`config.mk`:
```
export PLATFORM = sky130hd
export DESIGN_NAME = pcd_port_config
export DESIGN_NICKNAME = d
export VERILOG_FILES = /design/src/pcd_pkg.sv /design/src/pcd_fault_sync.sv /design/src/pcd_port_config.sv
export SDC_FILE = /design/constraint.sdc
export NUM_CORES = 1
export LEC_CHECK = 0
export BUFFER_PORTS_ARGS = -buffer_cell sky130_fd_sc_hd__buf_2
export CORE_MARGIN = 10
export CORE_UTILIZATION = 40
export DETAILED_ROUTE_END_ITERATION = 10
export GPL_ROUTABILITY_DRIVEN = 0
export PLACE_DENSITY = 0.68
export SYNTH_ARGS = -nofsm -noshare
export SYNTH_HDL_FRONTEND = slang
export SYNTH_SLANG_ARGS = --single-unit
```
`constraint.sdc`:
```
create_clock -name sys_clk_in -period 2.75 [get_ports sys_clk_in]
set_clock_uncertainty 0.1 [all_clocks]
set_input_delay 0.1375 -clock sys_clk_in [delete_from_list [all_inputs] [get_ports sys_clk_in]]
set_output_delay 0.1375 -clock sys_clk_in [all_outputs]
set_load 0.03 [all_outputs]
```
`src/pcd_pkg.sv`:
```
package pcd_pkg;

    // ****************************************************************
    // Configuration codes
    // ****************************************************************
    localparam logic [3:0] CODE_TURNAROUND = 4'h7;
    localparam logic [3:0] CODE_ALL_OUT    = 4'h8;
    localparam logic [3:0] CODE_DISABLED   = 4'hf;

    // ****************************************************************
    // Port modes
    // ****************************************************************
    typedef enum logic [1:0] {
        PCD_IN,
        PCD_OUT,
        PCD_BIDIR,
        PCD_OFF
    } pcd_mode_t;

    // ****************************************************************
    // Reset values and register map
    // ****************************************************************
    localparam logic [3:0]  OUT_RESET     = 4'hf;
    localparam int          SYNC_STAGES   = 2;
    localparam logic [31:0] ADDR_CONFIG   = 32'h0000_0000;
    localparam logic [31:0] ADDR_STATUS   = 32'h0000_0004;
    localparam logic [31:0] ADDR_IRQ_STAT = 32'h0000_0008;
    localparam logic [31:0] ADDR_IRQ_MASK = 32'h0000_000c;
    localparam logic [31:0] ADDR_PINS     = 32'h0000_0010;
    localparam int          CFG_CODE_LSB  = 0;
    localparam int          CFG_SAFE_BIT  = 4;
    localparam int          CFG_BIG_BIT   = 5;
    localparam int          CFG_EXT_BIT   = 6;
    localparam int          IRQ_FAULT_BIT = 0;
    localparam int          IRQ_DSTB_BIT  = 1;
    localparam int          IRQ_PSTB_BIT  = 2;
    localparam logic [6:0]  CONFIG_RESET  = 7'h00;

endpackage

```
`src/pcd_fault_sync.sv`:
```
`timescale 1ns/1ps
module pcd_fault_sync
(
    // Clock and reset
    input  wire logic sys_clk_in,
    input  wire logic rst_n_in,
    // Pin and result
    input  wire logic periphery_fault_n_in,
    output logic      fault_out
);

    typedef struct packed {
        logic s1;
        logic s2;
    } pcd_sync_t;

    pcd_sync_t st_reg;
    pcd_sync_t st_next;

    // Two stages; only the second stage is looked at
    always_comb
    begin
        st_next    = st_reg;
        st_next.s1 = ~periphery_fault_n_in;     // see [RQ15]
        st_next.s2 = st_reg.s1;                 // see [RQ17]
    end

    always_ff @(posedge sys_clk_in or negedge rst_n_in)
    begin
        if (!rst_n_in)
            st_reg <= '0;
        else
            st_reg <= st_next;
    end

    assign fault_out = st_reg.s2;               // see [RQ16]

endmodule // pcd_fault_sync

```
`src/pcd_port_config.sv`:
```
// Functional notes
// [RQ1] Port directions come from the four-bit code, mapped differently in safety mode.
// [RQ2] An output port holds its value until the next data or parameter strobe.
// [RQ3] An input port keeps its open-drain driver released.
// [RQ4] A disabled port has no input function and keeps its driver released.
// [RQ5] The data reply returns the master's bit for every data output port.
// [RQ6] Outside code 7 parameter ports are bidirectional and read back pin levels. Here safety mode on the small package keeps them released.
// [RQ7] Normal codes 0-6 keep data port 0 input and add top outputs or bidirs.
// [RQ8] Normal codes 8-E keep data port 0 output and add top inputs or bidirs.
// [RQ9] Code 7 makes data ports outputs and turns parameter ports by call type.
// [RQ10] The configuring party never programs code 7 on the small package.
// [RQ11] Code F disables data exchange: outputs released and no reply given.
// [RQ12] Extended addressing drives the select bit on the top parameter port.
// [RQ13] Safety mode, code not 7: ports 0/2 fault-tolerant inputs, 1/3 outputs.
// [RQ14] Safety mode code 7 on the large package time-shares parameter pins.
// [RQ15] A low fault input sets the fault status bit to one.
// [RQ16] The fault input passes a clock synchroniser before the status bit.
// [RQ17] The synchroniser has two flip-flop stages on the system clock.
//
// Design decisions made here: the address map and the AHB-Lite slave port.
`timescale 1ns/1ps
module pcd_port_config
(
    // Clock and reset
    input  wire logic        sys_clk_in,
    input  wire logic        rst_n_in,
    // AHB-Lite slave
    input  wire logic        hsel_in,
    input  wire logic [31:0] haddr_in,
    input  wire logic [1:0]  htrans_in,
    input  wire logic        hwrite_in,
    input  wire logic [2:0]  hsize_in,
    input  wire logic        hready_in,
    input  wire logic [31:0] hwdata_in,
    output logic      [31:0] hrdata_out,
    output logic             hreadyout_out,
    output logic             hresp_out,
    output logic             irq_out,
    // Call decoder side
    input  wire logic        data_exchange_call_in,
    input  wire logic        param_write_call_in,
    input  wire logic [3:0]  call_info_in,
    input  wire logic        ext_addr_mode_in,
    output logic      [3:0]  reply_data_out,
    output logic             reply_valid_out,
    output logic      [3:0]  param_readback_out,
    output logic             fault_status_bit_out,
    output logic             data_strobe_n_out,
    output logic             param_strobe_n_out,
    // Periphery fault, active low
    input  wire logic        periphery_fault_n_in,
    // Data ports, open drain
    input  wire logic [3:0]  data_port_in,
    output logic      [3:0]  data_port_out,
    output logic      [3:0]  data_port_oe_n_out,
    // Parameter ports, open drain
    input  wire logic [3:0]  param_port_in,
    output logic      [3:0]  param_port_out,
    output logic      [3:0]  param_port_oe_n_out,
    output logic      [3:0]  safety_fault_input_out
);

    // ****************************************************************
    // Port mode decoding
    // ****************************************************************
    function automatic pcd_pkg::pcd_mode_t data_mode(
        input logic [3:0] code,
        input logic       safe,
        input logic [1:0] idx
    );
        logic [2:0] top;
        logic       hi;
        pcd_pkg::pcd_mode_t m;
        top = 3'd0;
        hi  = code[3];
        m   = pcd_pkg::PCD_IN;
        if (safe)
        begin
            if (code == pcd_pkg::CODE_TURNAROUND)
                m = pcd_pkg::PCD_OUT;                         // see [RQ14]
            else
                m = idx[0] ? pcd_pkg::PCD_OUT : pcd_pkg::PCD_IN; // see [RQ13]
        end
        else if (code == pcd_pkg::CODE_DISABLED)
            m = pcd_pkg::PCD_OFF;                             // see [RQ4]
        else if (code == pcd_pkg::CODE_TURNAROUND ||
                 code == pcd_pkg::CODE_ALL_OUT)
            m = pcd_pkg::PCD_OUT;                             // see [RQ9]
        else
        begin
            // Number of top ports that leave the base direction
            top = 3'((code[2:0] + 3'd1) >> 1);
            if ({1'b0, idx} >= 3'(3'd4 - top))
            begin
                if (!code[0])
                    m = pcd_pkg::PCD_BIDIR;                   // see [RQ7]
                else
                    m = hi ? pcd_pkg::PCD_IN : pcd_pkg::PCD_OUT; // see [RQ8]
            end
            else
                m = hi ? pcd_pkg::PCD_OUT : pcd_pkg::PCD_IN;  // see [RQ1]
        end
        return m;
    endfunction

    // ****************************************************************
    // State
    // ****************************************************************
    typedef struct packed {
        logic [6:0]  config_r;
        logic [3:0]  data_out;
        logic [3:0]  param_out;
        logic        param_input;
        logic [3:0]  reply;
        logic        reply_valid;
        logic        sel_bit;
        logic        dstb_n;
        logic        pstb_n;
        logic [2:0]  irq_stat;
        logic [2:0]  irq_mask;
        logic        ph_valid;
        logic        ph_write;
        logic [31:0] ph_addr;
        logic [31:0] rdata;
    } pcd_state_t;

    pcd_state_t st_reg;
    pcd_state_t st_next;

    logic              fault_sync;
    logic [3:0]        code;
    logic              safe;
    logic              big_pkg;
    logic              turn;
    pcd_pkg::pcd_mode_t dmode [4];
    logic [3:0]        d_out_mask;
    logic [3:0]        d_drive;
    logic [2:0]        events;
    logic [3:0]        reply_v;

    pcd_fault_sync u_sync
    (
        .sys_clk_in           (sys_clk_in),
        .rst_n_in             (rst_n_in),
        .periphery_fault_n_in (periphery_fault_n_in),
        .fault_out            (fault_sync)
    );

    assign code    = st_reg.config_r[pcd_pkg::CFG_CODE_LSB +: 4];
    assign safe    = st_reg.config_r[pcd_pkg::CFG_SAFE_BIT];
    assign big_pkg = st_reg.config_r[pcd_pkg::CFG_BIG_BIT];
    assign turn    = (code == pcd_pkg::CODE_TURNAROUND);

    always_comb
    begin
        for (int i = 0; i < 4; i++)
        begin
            dmode[i]      = data_mode(code, safe, 2'(i));
            d_out_mask[i] = (dmode[i] == pcd_pkg::PCD_OUT);
            d_drive[i]    = (dmode[i] == pcd_pkg::PCD_OUT) ||
                            (dmode[i] == pcd_pkg::PCD_BIDIR);
        end
    end

    // ****************************************************************
    // Next state
    // ****************************************************************
    always_comb
    begin
        st_next        = st_reg;
        st_next.dstb_n = 1'b1;
        st_next.pstb_n = 1'b1;
        st_next.reply_valid = 1'b0;
        reply_v        = '0;
        events         = '0;

        // Code F without safety: no reply, no strobe, outputs untouched
        if (data_exchange_call_in &&
            !(code == pcd_pkg::CODE_DISABLED && !safe))       // see [RQ11]
        begin
            st_next.data_out = call_info_in;                  // see [RQ2]
            // Select bit is held so the pins never follow the call bus live
            st_next.sel_bit  = call_info_in[3];               // see [RQ12]
            st_next.dstb_n   = 1'b0;
            for (int i = 0; i < 4; i++)
                reply_v[i] = d_out_mask[i] ? call_info_in[i]  // see [RQ5]
                                           : data_port_in[i];
            st_next.reply       = reply_v;
            st_next.reply_valid = 1'b1;
            events[pcd_pkg::IRQ_DSTB_BIT] = 1'b1;
            if (turn)
                st_next.param_input = 1'b1;                   // see [RQ9]
        end
        if (param_write_call_in)
        begin
            st_next.param_out   = call_info_in;               // see [RQ2]
            st_next.sel_bit     = call_info_in[3];            // see [RQ12]
            st_next.pstb_n      = 1'b0;
            st_next.param_input = 1'b0;                       // see [RQ9]
            events[pcd_pkg::IRQ_PSTB_BIT] = 1'b1;
        end
        events[pcd_pkg::IRQ_FAULT_BIT] = fault_sync;

        // Bus data phase
        if (st_reg.ph_valid && st_reg.ph_write)
        begin
            case (st_reg.ph_addr)
                pcd_pkg::ADDR_CONFIG:
                    st_next.config_r = hwdata_in[6:0];
                pcd_pkg::ADDR_IRQ_STAT:
                    st_next.irq_stat = st_reg.irq_stat & ~hwdata_in[2:0];
                pcd_pkg::ADDR_IRQ_MASK:
                    st_next.irq_mask = hwdata_in[2:0];
                default:
                    st_next.irq_mask = st_next.irq_mask;
            endcase
        end
        // Set wins over clear
        st_next.irq_stat = st_next.irq_stat | events;

        // Bus address phase
        st_next.ph_valid = 1'b0;
        if (hsel_in && hready_in && htrans_in[1])
        begin
            st_next.ph_valid = 1'b1;
            st_next.ph_write = hwrite_in;
            st_next.ph_addr  = haddr_in;
            case (haddr_in)
                pcd_pkg::ADDR_CONFIG:
                    st_next.rdata = {25'h0, st_reg.config_r};
                pcd_pkg::ADDR_STATUS:
                    st_next.rdata = {24'h0, st_reg.param_out,
                                     3'h0, fault_sync};
                pcd_pkg::ADDR_IRQ_STAT:
                    st_next.rdata = {29'h0, st_reg.irq_stat};
                pcd_pkg::ADDR_IRQ_MASK:
                    st_next.rdata = {29'h0, st_reg.irq_mask};
                pcd_pkg::ADDR_PINS:
                    st_next.rdata = {24'h0, param_port_in, data_port_in};
                default:
                    st_next.rdata = 32'h0;
            endcase
        end
    end

    always_ff @(posedge sys_clk_in or negedge rst_n_in)
    begin
        if (!rst_n_in)
        begin
            st_reg             <= '0;
            st_reg.config_r    <= pcd_pkg::CONFIG_RESET;
            st_reg.data_out    <= pcd_pkg::OUT_RESET;
            st_reg.param_out   <= pcd_pkg::OUT_RESET;
            st_reg.sel_bit     <= 1'b1;
            st_reg.dstb_n      <= 1'b1;
            st_reg.pstb_n      <= 1'b1;
        end
        else
            st_reg <= st_next;
    end

    // ****************************************************************
    // Pin drive
    // ****************************************************************
    always_comb
    begin
        for (int i = 0; i < 4; i++)
        begin
            data_port_out[i] = st_reg.data_out[i];
            // Inputs and disabled ports never pull the pin
            data_port_oe_n_out[i] = ~d_drive[i];              // see [RQ3]
        end
        if (ext_addr_mode_in && d_drive[3])
            data_port_out[3] = st_reg.sel_bit;                // see [RQ12]
        param_port_out = st_reg.param_out;
        if (ext_addr_mode_in)
            param_port_out[3] = st_reg.sel_bit;               // see [RQ12]
        // Turnaround releases parameter pins after a data call
        param_port_oe_n_out = (turn && st_reg.param_input) ? 4'hf
                                                           : 4'h0;
        if (safe && !big_pkg && !turn)
            param_port_oe_n_out = 4'hf;                       // see [RQ13]
    end

    assign safety_fault_input_out = safe ? (turn ? param_port_in
                                                 : data_port_in)
                                         : 4'h0;              // see [RQ14]
    assign param_readback_out   = param_port_in;              // see [RQ6]
    assign reply_data_out       = st_reg.reply;               // see [RQ11]
    assign reply_valid_out      = st_reg.reply_valid;
    assign fault_status_bit_out = fault_sync;                 // see [RQ15]
    assign data_strobe_n_out    = st_reg.dstb_n;
    assign param_strobe_n_out   = st_reg.pstb_n;
    assign hrdata_out           = st_reg.rdata;
    assign hreadyout_out        = 1'b1;
    assign hresp_out            = 1'b0;
    assign irq_out              = |(st_reg.irq_stat & st_reg.irq_mask);

    // ****************************************************************
    // Checks
    // ****************************************************************
    a_input_released: assert property (@(posedge sys_clk_in)   // see [RQ3]
        disable iff (!rst_n_in)
        (dmode[0] == pcd_pkg::PCD_IN) |-> data_port_oe_n_out[0])
        else $error("input data port 0 is driven");

    a_code_f_silent: assert property (@(posedge sys_clk_in)    // see [RQ11]
        disable iff (!rst_n_in)
        (data_exchange_call_in && !safe &&
         code == pcd_pkg::CODE_DISABLED) |=> !reply_valid_out)
        else $error("reply given with code F");

    a_reply_echo: assert property (@(posedge sys_clk_in)       // see [RQ5]
        disable iff (!rst_n_in)
        (data_exchange_call_in && !safe &&
         code == pcd_pkg::CODE_ALL_OUT) |=>
        (reply_valid_out && reply_data_out == $past(call_info_in)))
        else $error("reply does not echo output bits");

    a_data_hold: assert property (@(posedge sys_clk_in)        // see [RQ2]
        disable iff (!rst_n_in)
        !data_exchange_call_in |=> $stable(st_reg.data_out))
        else $error("data output changed without strobe");

    a_strobe_pulse: assert property (@(posedge sys_clk_in)     // see [RQ2]
        disable iff (!rst_n_in)
        (param_write_call_in) |=> (!param_strobe_n_out &&
         param_port_out[2:0] == $past(call_info_in[2:0])))
        else $error("parameter write lost");

    a_turn_input: assert property (@(posedge sys_clk_in)       // see [RQ9]
        disable iff (!rst_n_in)
        (turn && data_exchange_call_in && !param_write_call_in)
        |=> (param_port_oe_n_out == 4'hf))
        else $error("parameter ports not released on turnaround");

    a_fault_delay: assert property (@(posedge sys_clk_in)      // see [RQ16]
        disable iff (!rst_n_in)
        (!periphery_fault_n_in)[*3] |-> fault_status_bit_out)
        else $error("fault status bit late");

    a_normal_out: assert property (@(posedge sys_clk_in)       // see [RQ8]
        disable iff (!rst_n_in)
        (!safe && code == pcd_pkg::CODE_ALL_OUT) |->
        (data_port_oe_n_out == 4'h0))
        else $error("code 8 does not drive all data ports");

    a_safe_pairs: assert property (@(posedge sys_clk_in)       // see [RQ13]
        disable iff (!rst_n_in)
        (safe && !turn) |->
        (data_port_oe_n_out == 4'h5))
        else $error("safety pairs wrong");

endmodule // pcd_port_config

```
Word level (Yosys, flattened, before mapping)
Cells that the tools add are included.
- bitwise logic cells: 9
- mux-type cells: 42
- reduce and logical (&&, ||, !) cells: 26
- magnitude comparators: 4
- eq/ne operators: 17
- add/sub/neg operators: 2
- operators by type and width (operator ; count):
    $eq A32 B4 Y1 const B ; 4
    $mux W66 ; 1
    $logic_not A32 Y1 ; 2
    $pmux W8 S5 ; 1
    $mux W2 ; 17
    $eq A32 B3 Y1 const B ; 1
    $eq A32 B5 Y1 const B ; 1
    $mux W4 ; 4
    $mux W1 ; 15
    $logic_and A1 B1 Y1 ; 9
    $eq A2 B1 Y1 const B ; 4
    $eq A2 B2 Y1 const B ; 4
    $eq A4 B4 Y1 const B ; 2
    $mux W8 ; 1
    $and A3 B3 Y3 ; 2
    $ge A1 B3 Y1 const A ; 2
    $ge A2 B3 Y1 const A ; 2
    $mux W3 ; 2
    $mux W6 ; 1
    $reduce_and A2 Y1 ; 3
    $logic_or A1 B1 Y1 ; 5
    $not A1 Y1 ; 5
    $eq A4 B3 Y1 const B ; 1
    $logic_not A1 Y1 ; 4
    other kinds (6) ; 7
- word-level logic and storage cells: 117
- input port bits: 90
- output and inout bits: 67
- register bits after elaboration: 98

Logic depth before layout (Yosys ltp)
Gate-level depths: netlist of run 1.
- word-level depth: 11
- mapped depth: 8
- gate-level depth less buffers: 8

Hierarchy
A second synthesis of run 1 with hierarchy kept.
- cell total of the unflattened synthesis: 415
- area total of the unflattened synthesis: 3873.7 um2
- by module, submodules not included (module ; cells each ; sequential area each (um2) ; area each (um2) ; times used):
    pcd_port_config ; 412 ; 1815.5 ; 3819.9 ; 1
    pcd_fault_sync ; 3 ; 50.0 ; 53.8 ; 1

Worst setup path after synthesis of run 1
OpenSTA, ideal clock, no wires.
- kind: flip-flop to output port
- from: reg st_reg (netlist bit code[0])
- to: out data_port_out[3]
- path buffers: 0
- arrival time: 2.431 ns
- stages on the path, launching flop included: 8
- slack: 0.081 ns
- required time: 2.513 ns
- cells stage by stage: dfrtp_1 ha_1 nand2_1 nor2_1 nor2_1 a31oi_1 ha_1 o31ai_1
- word-level cells in the longest chain between the ends: 11
- elaborated cells between the ends (all ways): 17
- classes of those cells: add/sub: 2; order compare: 1; eq/ne: 5; mux: 6; reduce/logical: 3
- ends and longest elaborated chain (what ; line ; source):
    from (decl) ; pcd_port_config.sv:127 ; pcd_state_t st_reg;
    from (signal assigned) ; pcd_port_config.sv:259 ; st_reg <= st_next;
    $add A3 B1 Y3 ; pcd_port_config.sv:92 ; top = 3'((code[2:0] + 3'd1) >> 1);
    $sub A3 B2 Y3 ; pcd_port_config.sv:93 ; if ({1'b0, idx} >= 3'(3'd4 - top))
    $ge A2 B3 Y1 ; pcd_port_config.sv:93 ;
    $mux W2 ; pcd_port_config.sv:93 ;
    $mux W2 ; pcd_port_config.sv:86 ; else if (code == pcd_pkg::CODE_TURNAROUND ||
    $mux W2 (*) ; pcd_port_config.sv:84 ; else if (code == pcd_pkg::CODE_DISABLED)
    $mux W2 (*) ; pcd_port_config.sv:77 ; if (safe)
    $eq A2 B1 Y1 or $eq A2 B2 Y1 (tied branches) ; pcd_port_config.sv:160, pcd_port_config.sv:161 ;
    $logic_or A1 B1 Y1 (*) ; pcd_port_config.sv:160 ; d_drive[i] = (dmode[i] == pcd_pkg::PCD_OUT) ||
    $logic_and A1 B1 Y1 (*) ; pcd_port_config.sv:273 ; if (ext_addr_mode_in && d_drive[3])
    $mux W1 (*) ; pcd_port_config.sv:273 ;
    to (decl) ; pcd_port_config.sv:54 ; output logic [3:0] data_port_out,
Every way passes the cells marked *; elsewhere a longest branch is shown, timed or not.

Final worst setup path of run 1
Ends and elaborated chain as after synthesis.

==> results of run 1 <==
[worst register-to-register path: stages (launching register included)]
cell and delay [ns]:
dfrtp_1 0.39, nor4_1 0.36, nand4_1 0.38, nor4_4 0.58, mux2_2 0.40
[cells by family (layout without fill, tap and decap cells)]
kind of cell | count (synthesis) | count (layout)
DFF | 74 | 74
and+or+nand+nor | 85 | 85
buffers and inverters | 75 | 181
adders and majority gates | 6 | 6
muxes | 66 | 66
xor gates and xnor gates | 1 | 1
other | 2 | 26
AOI/OAI and AO/OA | 41 | 41
[timing repair]
| action | CTS | global route |
|---|---|---|
| gates resized for setup | 0 | 6 |
| endpoints found under the setup margin | 0 | 1 |
| hold buffers | 47 | 0 |
| setup buffers | 0 | 1 |
| hold endpoints to repair | 71 | 0 |
[final timing paths]
path,from,endpoint,depth (start not counted)
min in group asynchronous,rst_n_in,reply_data_out[0],2
max in group asynchronous,rst_n_in,param_strobe_n_out,3
min reg2reg,u_sync.st_next[0],u_sync.fault_out,0
min,htrans_in[1],st_reg[65],3
max reg2reg,st_reg[50],code[2],4
max,code[0],data_port_out[3],9
[metal layers]
layer  vias up  wire length, µm  GRT usage, %
li1       1392                -             -
met3        16              836          5.47
met1      1432             4280          16.9
met4         0              182          5.18
met5         -                0             0
met2       122             4660          23.1
[final cells by class]
class	count	share of cell area, %
sequential	74	37.6
clock inverter	7	2.07
multi-input combinational	225	33.0
clock buffer	9	2.50
timing repair buffer	152	20.6
tap	129	3.25
inverter	13	0.983
[placed cells by master, fill, tap and decap left out, types with 2 or more instances in the layout]
cell	netlist	layout
inv_2	1	2
nand3_1	3	3
dfstp_2	11	11
o21ai_0	16	16
a22oi_1	2	2
and3_1	2	2
a21boi_0	4	4
a21oi_1	7	7
clkinv_4	0	3
nand4_1	3	3
mux2_2	54	54
ha_1	6	3
dlygate4sd3_1	0	47
clkbuf_8	0	9
nand2b_1	2	2
buf_2	0	100
ha_4	0	2
bufinv_16	0	2
inv_1	12	11
nand2_1	34	34
o31ai_1	9	9
nor4_1	13	13
nor2_1	15	15
conb_1	2	26
buf_4	51	4
mux2i_1	11	11
nor2b_1	5	5
dfrtp_1	63	63
[power by group]
group / switching, mW / internal (mW) / total, mW
logic: 0.241 / 0.206 / 0.447
clock network: 0.433 / 0.518 / 0.951
registers: 0.0668 / 1.21 / 1.28
[stage by stage]
| stage | utilization [%] | std cells |
|---|---|---|
| final | 53.2 | 609 |
| after global routing | 53.2 | 609 |
| after CTS | 52.7 | 608 |
| after detailed placement | 45.3 | 545 |
| after global placement | 45.3 | 545 |
| after floorplan | - | 374 |
==> impl_metrics.env, run 1 <==
export IMPL_firstDrtPassIters=4
export IMPL_syn_area_um2=3850
export IMPL_cts_tree="built"
export IMPL_crit_required_ns=2.51
export IMPL_num_antenna_cells=0
export IMPL_synth_ff_type="dfrtp_1"
export IMPL_peakVddDrop_mv=0.306
export IMPL_cp_max_fo=4
export IMPL_vias=2962
export IMPL_synth_edf_count=0
export IMPL_crit_type="register to primary output"
export IMPL_finalCritPeriodShare_pct=91.8
export IMPL_slowest_delay_ns=0.42
export IMPL_initial_utilization_pct=41.3
export IMPL_fp_dieW_um=118
export IMPL_synth_async_reset_ratio_pct=100
export IMPL_cp_top_family="adder cells"
export IMPL_syn_instance_count=350
export IMPL_synthXorXnorAreaFrac_pct=0.227
export IMPL_synthAdderAreaFrac_pct=1.95
export IMPL_overflow=0
export IMPL_worstSkewPairLatency_ns=0.36
export IMPL_drtAntennaViolNets=0
export IMPL_syn2layout_area_growth_pct=28.8
export IMPL_yosys_register_bits=74
export IMPL_synth_top_family_by_area="multiplexers"
export IMPL_synth_area_top_cells="dfrtp_1, mux2_2, buf_4"
export IMPL_critPathBufInv=2
export IMPL_clkTransAtPathRegs_ns=0.08
export IMPL_holdWs_ns=0.00644
export IMPL_cp_start_kind="register"
export IMPL_ios=157
export IMPL_first_global_vias=3271
export IMPL_placed_area_um2=4220
export IMPL_core_um2=9330
export IMPL_synth_compound_area_share_pct=6.49
export IMPL_numCtsBuffers=9
export IMPL_cp_common_cell="ha_4"
export IMPL_p_per_area_nw_per_um2=540
export IMPL_outcome="complete, no violations"
export IMPL_clock_sinks=74
export IMPL_synth_common_cells="dfrtp_1, mux2_2, buf_4, nand2_1, o21ai_0"
export IMPL_drv_cap=0
export IMPL_max_clock_path_buffers=2
export IMPL_die_area_um2=14000
export IMPL_syn_avg_cell_area_um2=11.0
export IMPL_cpMaxStageDelayCell="dfrtp_1"
export IMPL_hp_class="input pin to register"
export IMPL_htreeDepth=3
export IMPL_final_max_slew_viol_count=0
export IMPL_synthMuxAreaShare_pct=19.2
export IMPL_multiInputGateArea_um2=1640
export IMPL_cp_cell_sequence="inv_2 -> ha_4 -> nor2_1 -> mux2i_1 -> nand3_1 -> ha_4 -> o21ai_0 -> o31ai_1 -> buf_4"
export IMPL_finish_instance_area_um2=4960
export IMPL_synth_most_common_cell="dfrtp_1"
export IMPL_arrival_ns=2.29
export IMPL_setup_violations=0
export IMPL_reg2reg_slack_ns=0.42
export IMPL_setup_tns_final_ns=0
export IMPL_max_slew_margin_pct=56.0
export IMPL_nFillCells=828
export IMPL_drive_gt1_share_pct=41.0
export IMPL_drcViolationCount=0
export IMPL_rows=35
export IMPL_hold_violations=0
export IMPL_cts_root_buf="clkbuf_8"
export IMPL_cp_end_kind="primary output"
export IMPL_worst_slack_ns=0.225
export IMPL_grt_use_total_pct=14.3
export IMPL_nets=571
export IMPL_fmax_mhz=396
export IMPL_io_buffer_count=101
export IMPL_largest_reg_flops=45
export IMPL_chipHeight_um=118
export IMPL_synth_top_area_share_pct=40.9
export IMPL_rsz0062_at_grt="false"
export IMPL_yosys_area_share_simple_pct=11.3
export IMPL_synth_seq_area_share_pct=48.4
export IMPL_routedWlPerCell_um=16.3
export IMPL_drt_iter0_drc=97
export IMPL_seq_area_um2=1870
export IMPL_grt_antenna_before_repair=0
export IMPL_grt_first_pass_wirelength_um=16500
export IMPL_wl_um=9960
export IMPL_place_hpwl_um=7490
export IMPL_grt_max_degree=47
export IMPL_ys_types=36
export IMPL_yosys_area_top_type="dfrtp_1"
export IMPL_p_leak_nw=2.34
export IMPL_finalPower_mw=2.68
export IMPL_viasPerCell=4.86
export IMPL_tightest_slew_ns=0.660
export IMPL_yosysWarningCount=0
export IMPL_place_ws_ns=0.429
export IMPL_min_period_ns=2.53
(Power assumes the default switching activity.)
==> run 2: changes to the inputs <==
--- a/config.mk
+++ b/config.mk
@@ -6,6 +6,7 @@
 export NUM_CORES = 1
 export LEC_CHECK = 0
 export BUFFER_PORTS_ARGS = -buffer_cell sky130_fd_sc_hd__buf_2
+export CORE_ASPECT_RATIO = 2
 export CORE_MARGIN = 10
 export CORE_UTILIZATION = 40
 export DETAILED_ROUTE_END_ITERATION = 10
==> run 2 against run 1 <==
Net effect:
- non-clock buffer count shrank 3
- die area up 1.7%
- power increased by 16%
- setup slack got worse by 0.10 ns
- largest cell class unchanged
==> impl_metrics.env, run 2 (synthesized netlist as in run 1, its figures left out) <==
export IMPL_outcome="complete, no violations"
export IMPL_peakVddDrop_mv=0.553
export IMPL_dp_cells=520
export IMPL_core_um2=9380
export IMPL_final_cell_mix="buf_2, dfrtp_1, mux2_2, dlygate4sd3_1, nand2_1"
export IMPL_routedWlPerCell_um=18.4
export IMPL_chipHeight_um=159
export IMPL_mostFrequentLayoutCell="buf_2"
export IMPL_p_leak_nw=2.38
export IMPL_crit_required_ns=2.51
export IMPL_grt_use_total_pct=15.1
export IMPL_r2r_start="st_reg[53]"
export IMPL_p_per_area_nw_per_um2=617
export IMPL_cp_end_kind="primary output"
export IMPL_finalPower_mw=3.10
export IMPL_hp_class="input pin to register"
export IMPL_first_global_vias=3180
export IMPL_max_clock_path_buffers=2
export IMPL_hold_depth=3
export IMPL_worst_slack_ns=0.125
export IMPL_drive_gt1_share_pct=40.5
export IMPL_initial_utilization_pct=41.1
export IMPL_min_period_ns=2.63
export IMPL_crit_start="code[0]"
export IMPL_tightest_slew_ns=0.779
export IMPL_post_cts_setup_buffers=0
export IMPL_min_to="st_reg[65]"
export IMPL_largest_reg_flops=45
export IMPL_arrival_ns=2.39
export IMPL_drtAntennaViolNets=0
export IMPL_max_slew_margin_pct=48.1
export IMPL_viasPerCell=5.16
export IMPL_grt_max_degree=43
export IMPL_grt_antenna_before_repair=0
export IMPL_numCtsBuffers=9
export IMPL_worst_r2r_path_depth=4
export IMPL_rows=50
export IMPL_drv_cap=0
export IMPL_clkTransAtPathRegs_ns=0.06
export IMPL_num_antenna_cells=0
export IMPL_instances_no_fill=581
export IMPL_final_max_slew_viol_count=0
export IMPL_met1_usage_pct=14.9
export IMPL_syn2layout_area_growth_pct=30.3
export IMPL_cp_start_kind="register"
export IMPL_drt_iter0_drc=94
export IMPL_fmax_mhz=381
export IMPL_cts_tree="built"
export IMPL_grt_first_pass_wirelength_um=16600
export IMPL_min_from="hready_in"
export IMPL_nets=568
export IMPL_hold_violations=0
export IMPL_ios=157
export IMPL_firstDrtPassIters=6
export IMPL_wl_um=10700
export IMPL_cts_root_buf="clkbuf_16"
export IMPL_worstSkewPairLatency_ns=0.34
export IMPL_io_buffer_count=101
export IMPL_place_ws_ns=0.316
export IMPL_place_hpwl_um=8070
export IMPL_cp_max_fo=5
export IMPL_htreeDepth=3
export IMPL_gr_usage_met2_pct=27.4
export IMPL_setup_violations=0
export IMPL_top_usage_layer="met2"
export IMPL_reg2reg_slack_ns=0.36
export IMPL_r2r_end="safe"
export IMPL_finalCritPeriodShare_pct=95.5
export IMPL_clock_sinks=74
export IMPL_drcViolationCount=0
export IMPL_fp_dieW_um=89.4
export IMPL_overflow=0
export IMPL_vias=2997
export IMPL_grtUsageMet3_pct=5.07
export IMPL_holdWs_ns=0.0139
export IMPL_die_area_um2=14200
export IMPL_crit_type="register to primary output"
export IMPL_final_core_util_pct=53.5
[run 2: cell count changes in the layout (fill, tap and decap cells not counted), moves of 2 or more]
cell / previous run / this run
clkinv_4: 3 / 1
dlygate4sd3_1: 47 / 45
clkbuf_1: 0 / 2
clkbuf_16: 0 / 9
clkbuf_8: 9 / 1
[run 2: what timing repair did]
| action | in CTS | in global routing |
|---|---|---|
| resized for setup | 1 | 4 |
| hold buffers | 45 | 0 |
| hold endpoints to repair | 70 | 0 |
| pin swaps | 0 | 1 |
| endpoints found under the setup margin | 1 | 1 |
[run 2: how the worst max path moves through the flow]
stage               slack, ns  depth (start not counted)                to
floorplan                0.08                          7  data_port_out[3]
global placement         0.39                          4        st_reg[95]
detailed placement       0.32                          9  data_port_out[3]
CTS                      0.02                          9  data_port_out[3]
global route            -0.02                          9  data_port_out[3]
finish                   0.12                          9  data_port_out[3]
[run 2: per-stage QoR]
step / TNS, ns / instance area (µm²)
after floorplan: 0 / 3950
after global routing: -0.0224 / 5020
after detailed placement: 0 / 4190
after global placement: 0 / 4190
final: 0 / 5020
after CTS: 0 / 5000
[run 2: worst max-delay path, cell delays in order, from the launching register on]
cell     delay (ns)
dfrtp_1        0.42
inv_1          0.16
ha_4           0.24
nor2_1         0.13
mux2i_1        0.22
nand3_1        0.16
ha_4           0.29
o21ai_0        0.16
o31ai_1        0.10
buf_4          0.17
[run 2: metal layers]
| layer | share of wire, % | wire (µm) |
|---|---|---|
| met5 | 0 | 0 |
| met4 | 3.3 | 348 |
| met1 | 35 | 3700 |
| met3 | 8.2 | 880 |
| met2 | 54 | 5770 |
[run 2: final cells by class]
| cell class | count | area [µm²] |
|---|---|---|
| clock inverter | 4 | 98.8 |
| inverter | 13 | 48.8 |
| clock buffer | 12 | 246 |
| fill | 820 | 4360 |
| multi-input combinational | 225 | 1640 |
| sequential | 74 | 1870 |
| timing repair buffer | 149 | 993 |
| tap | 104 | 130 |
[run 2: power by group]
| group | internal (mW) | total (mW) | switching, mW |
|---|---|---|---|
| sequential | 1.22 | 1.28 | 0.0693 |
| clock | 0.913 | 1.36 | 0.447 |
| combinational | 0.204 | 0.453 | 0.249 |
| total | 2.33 | 3.10 | 0.765 |
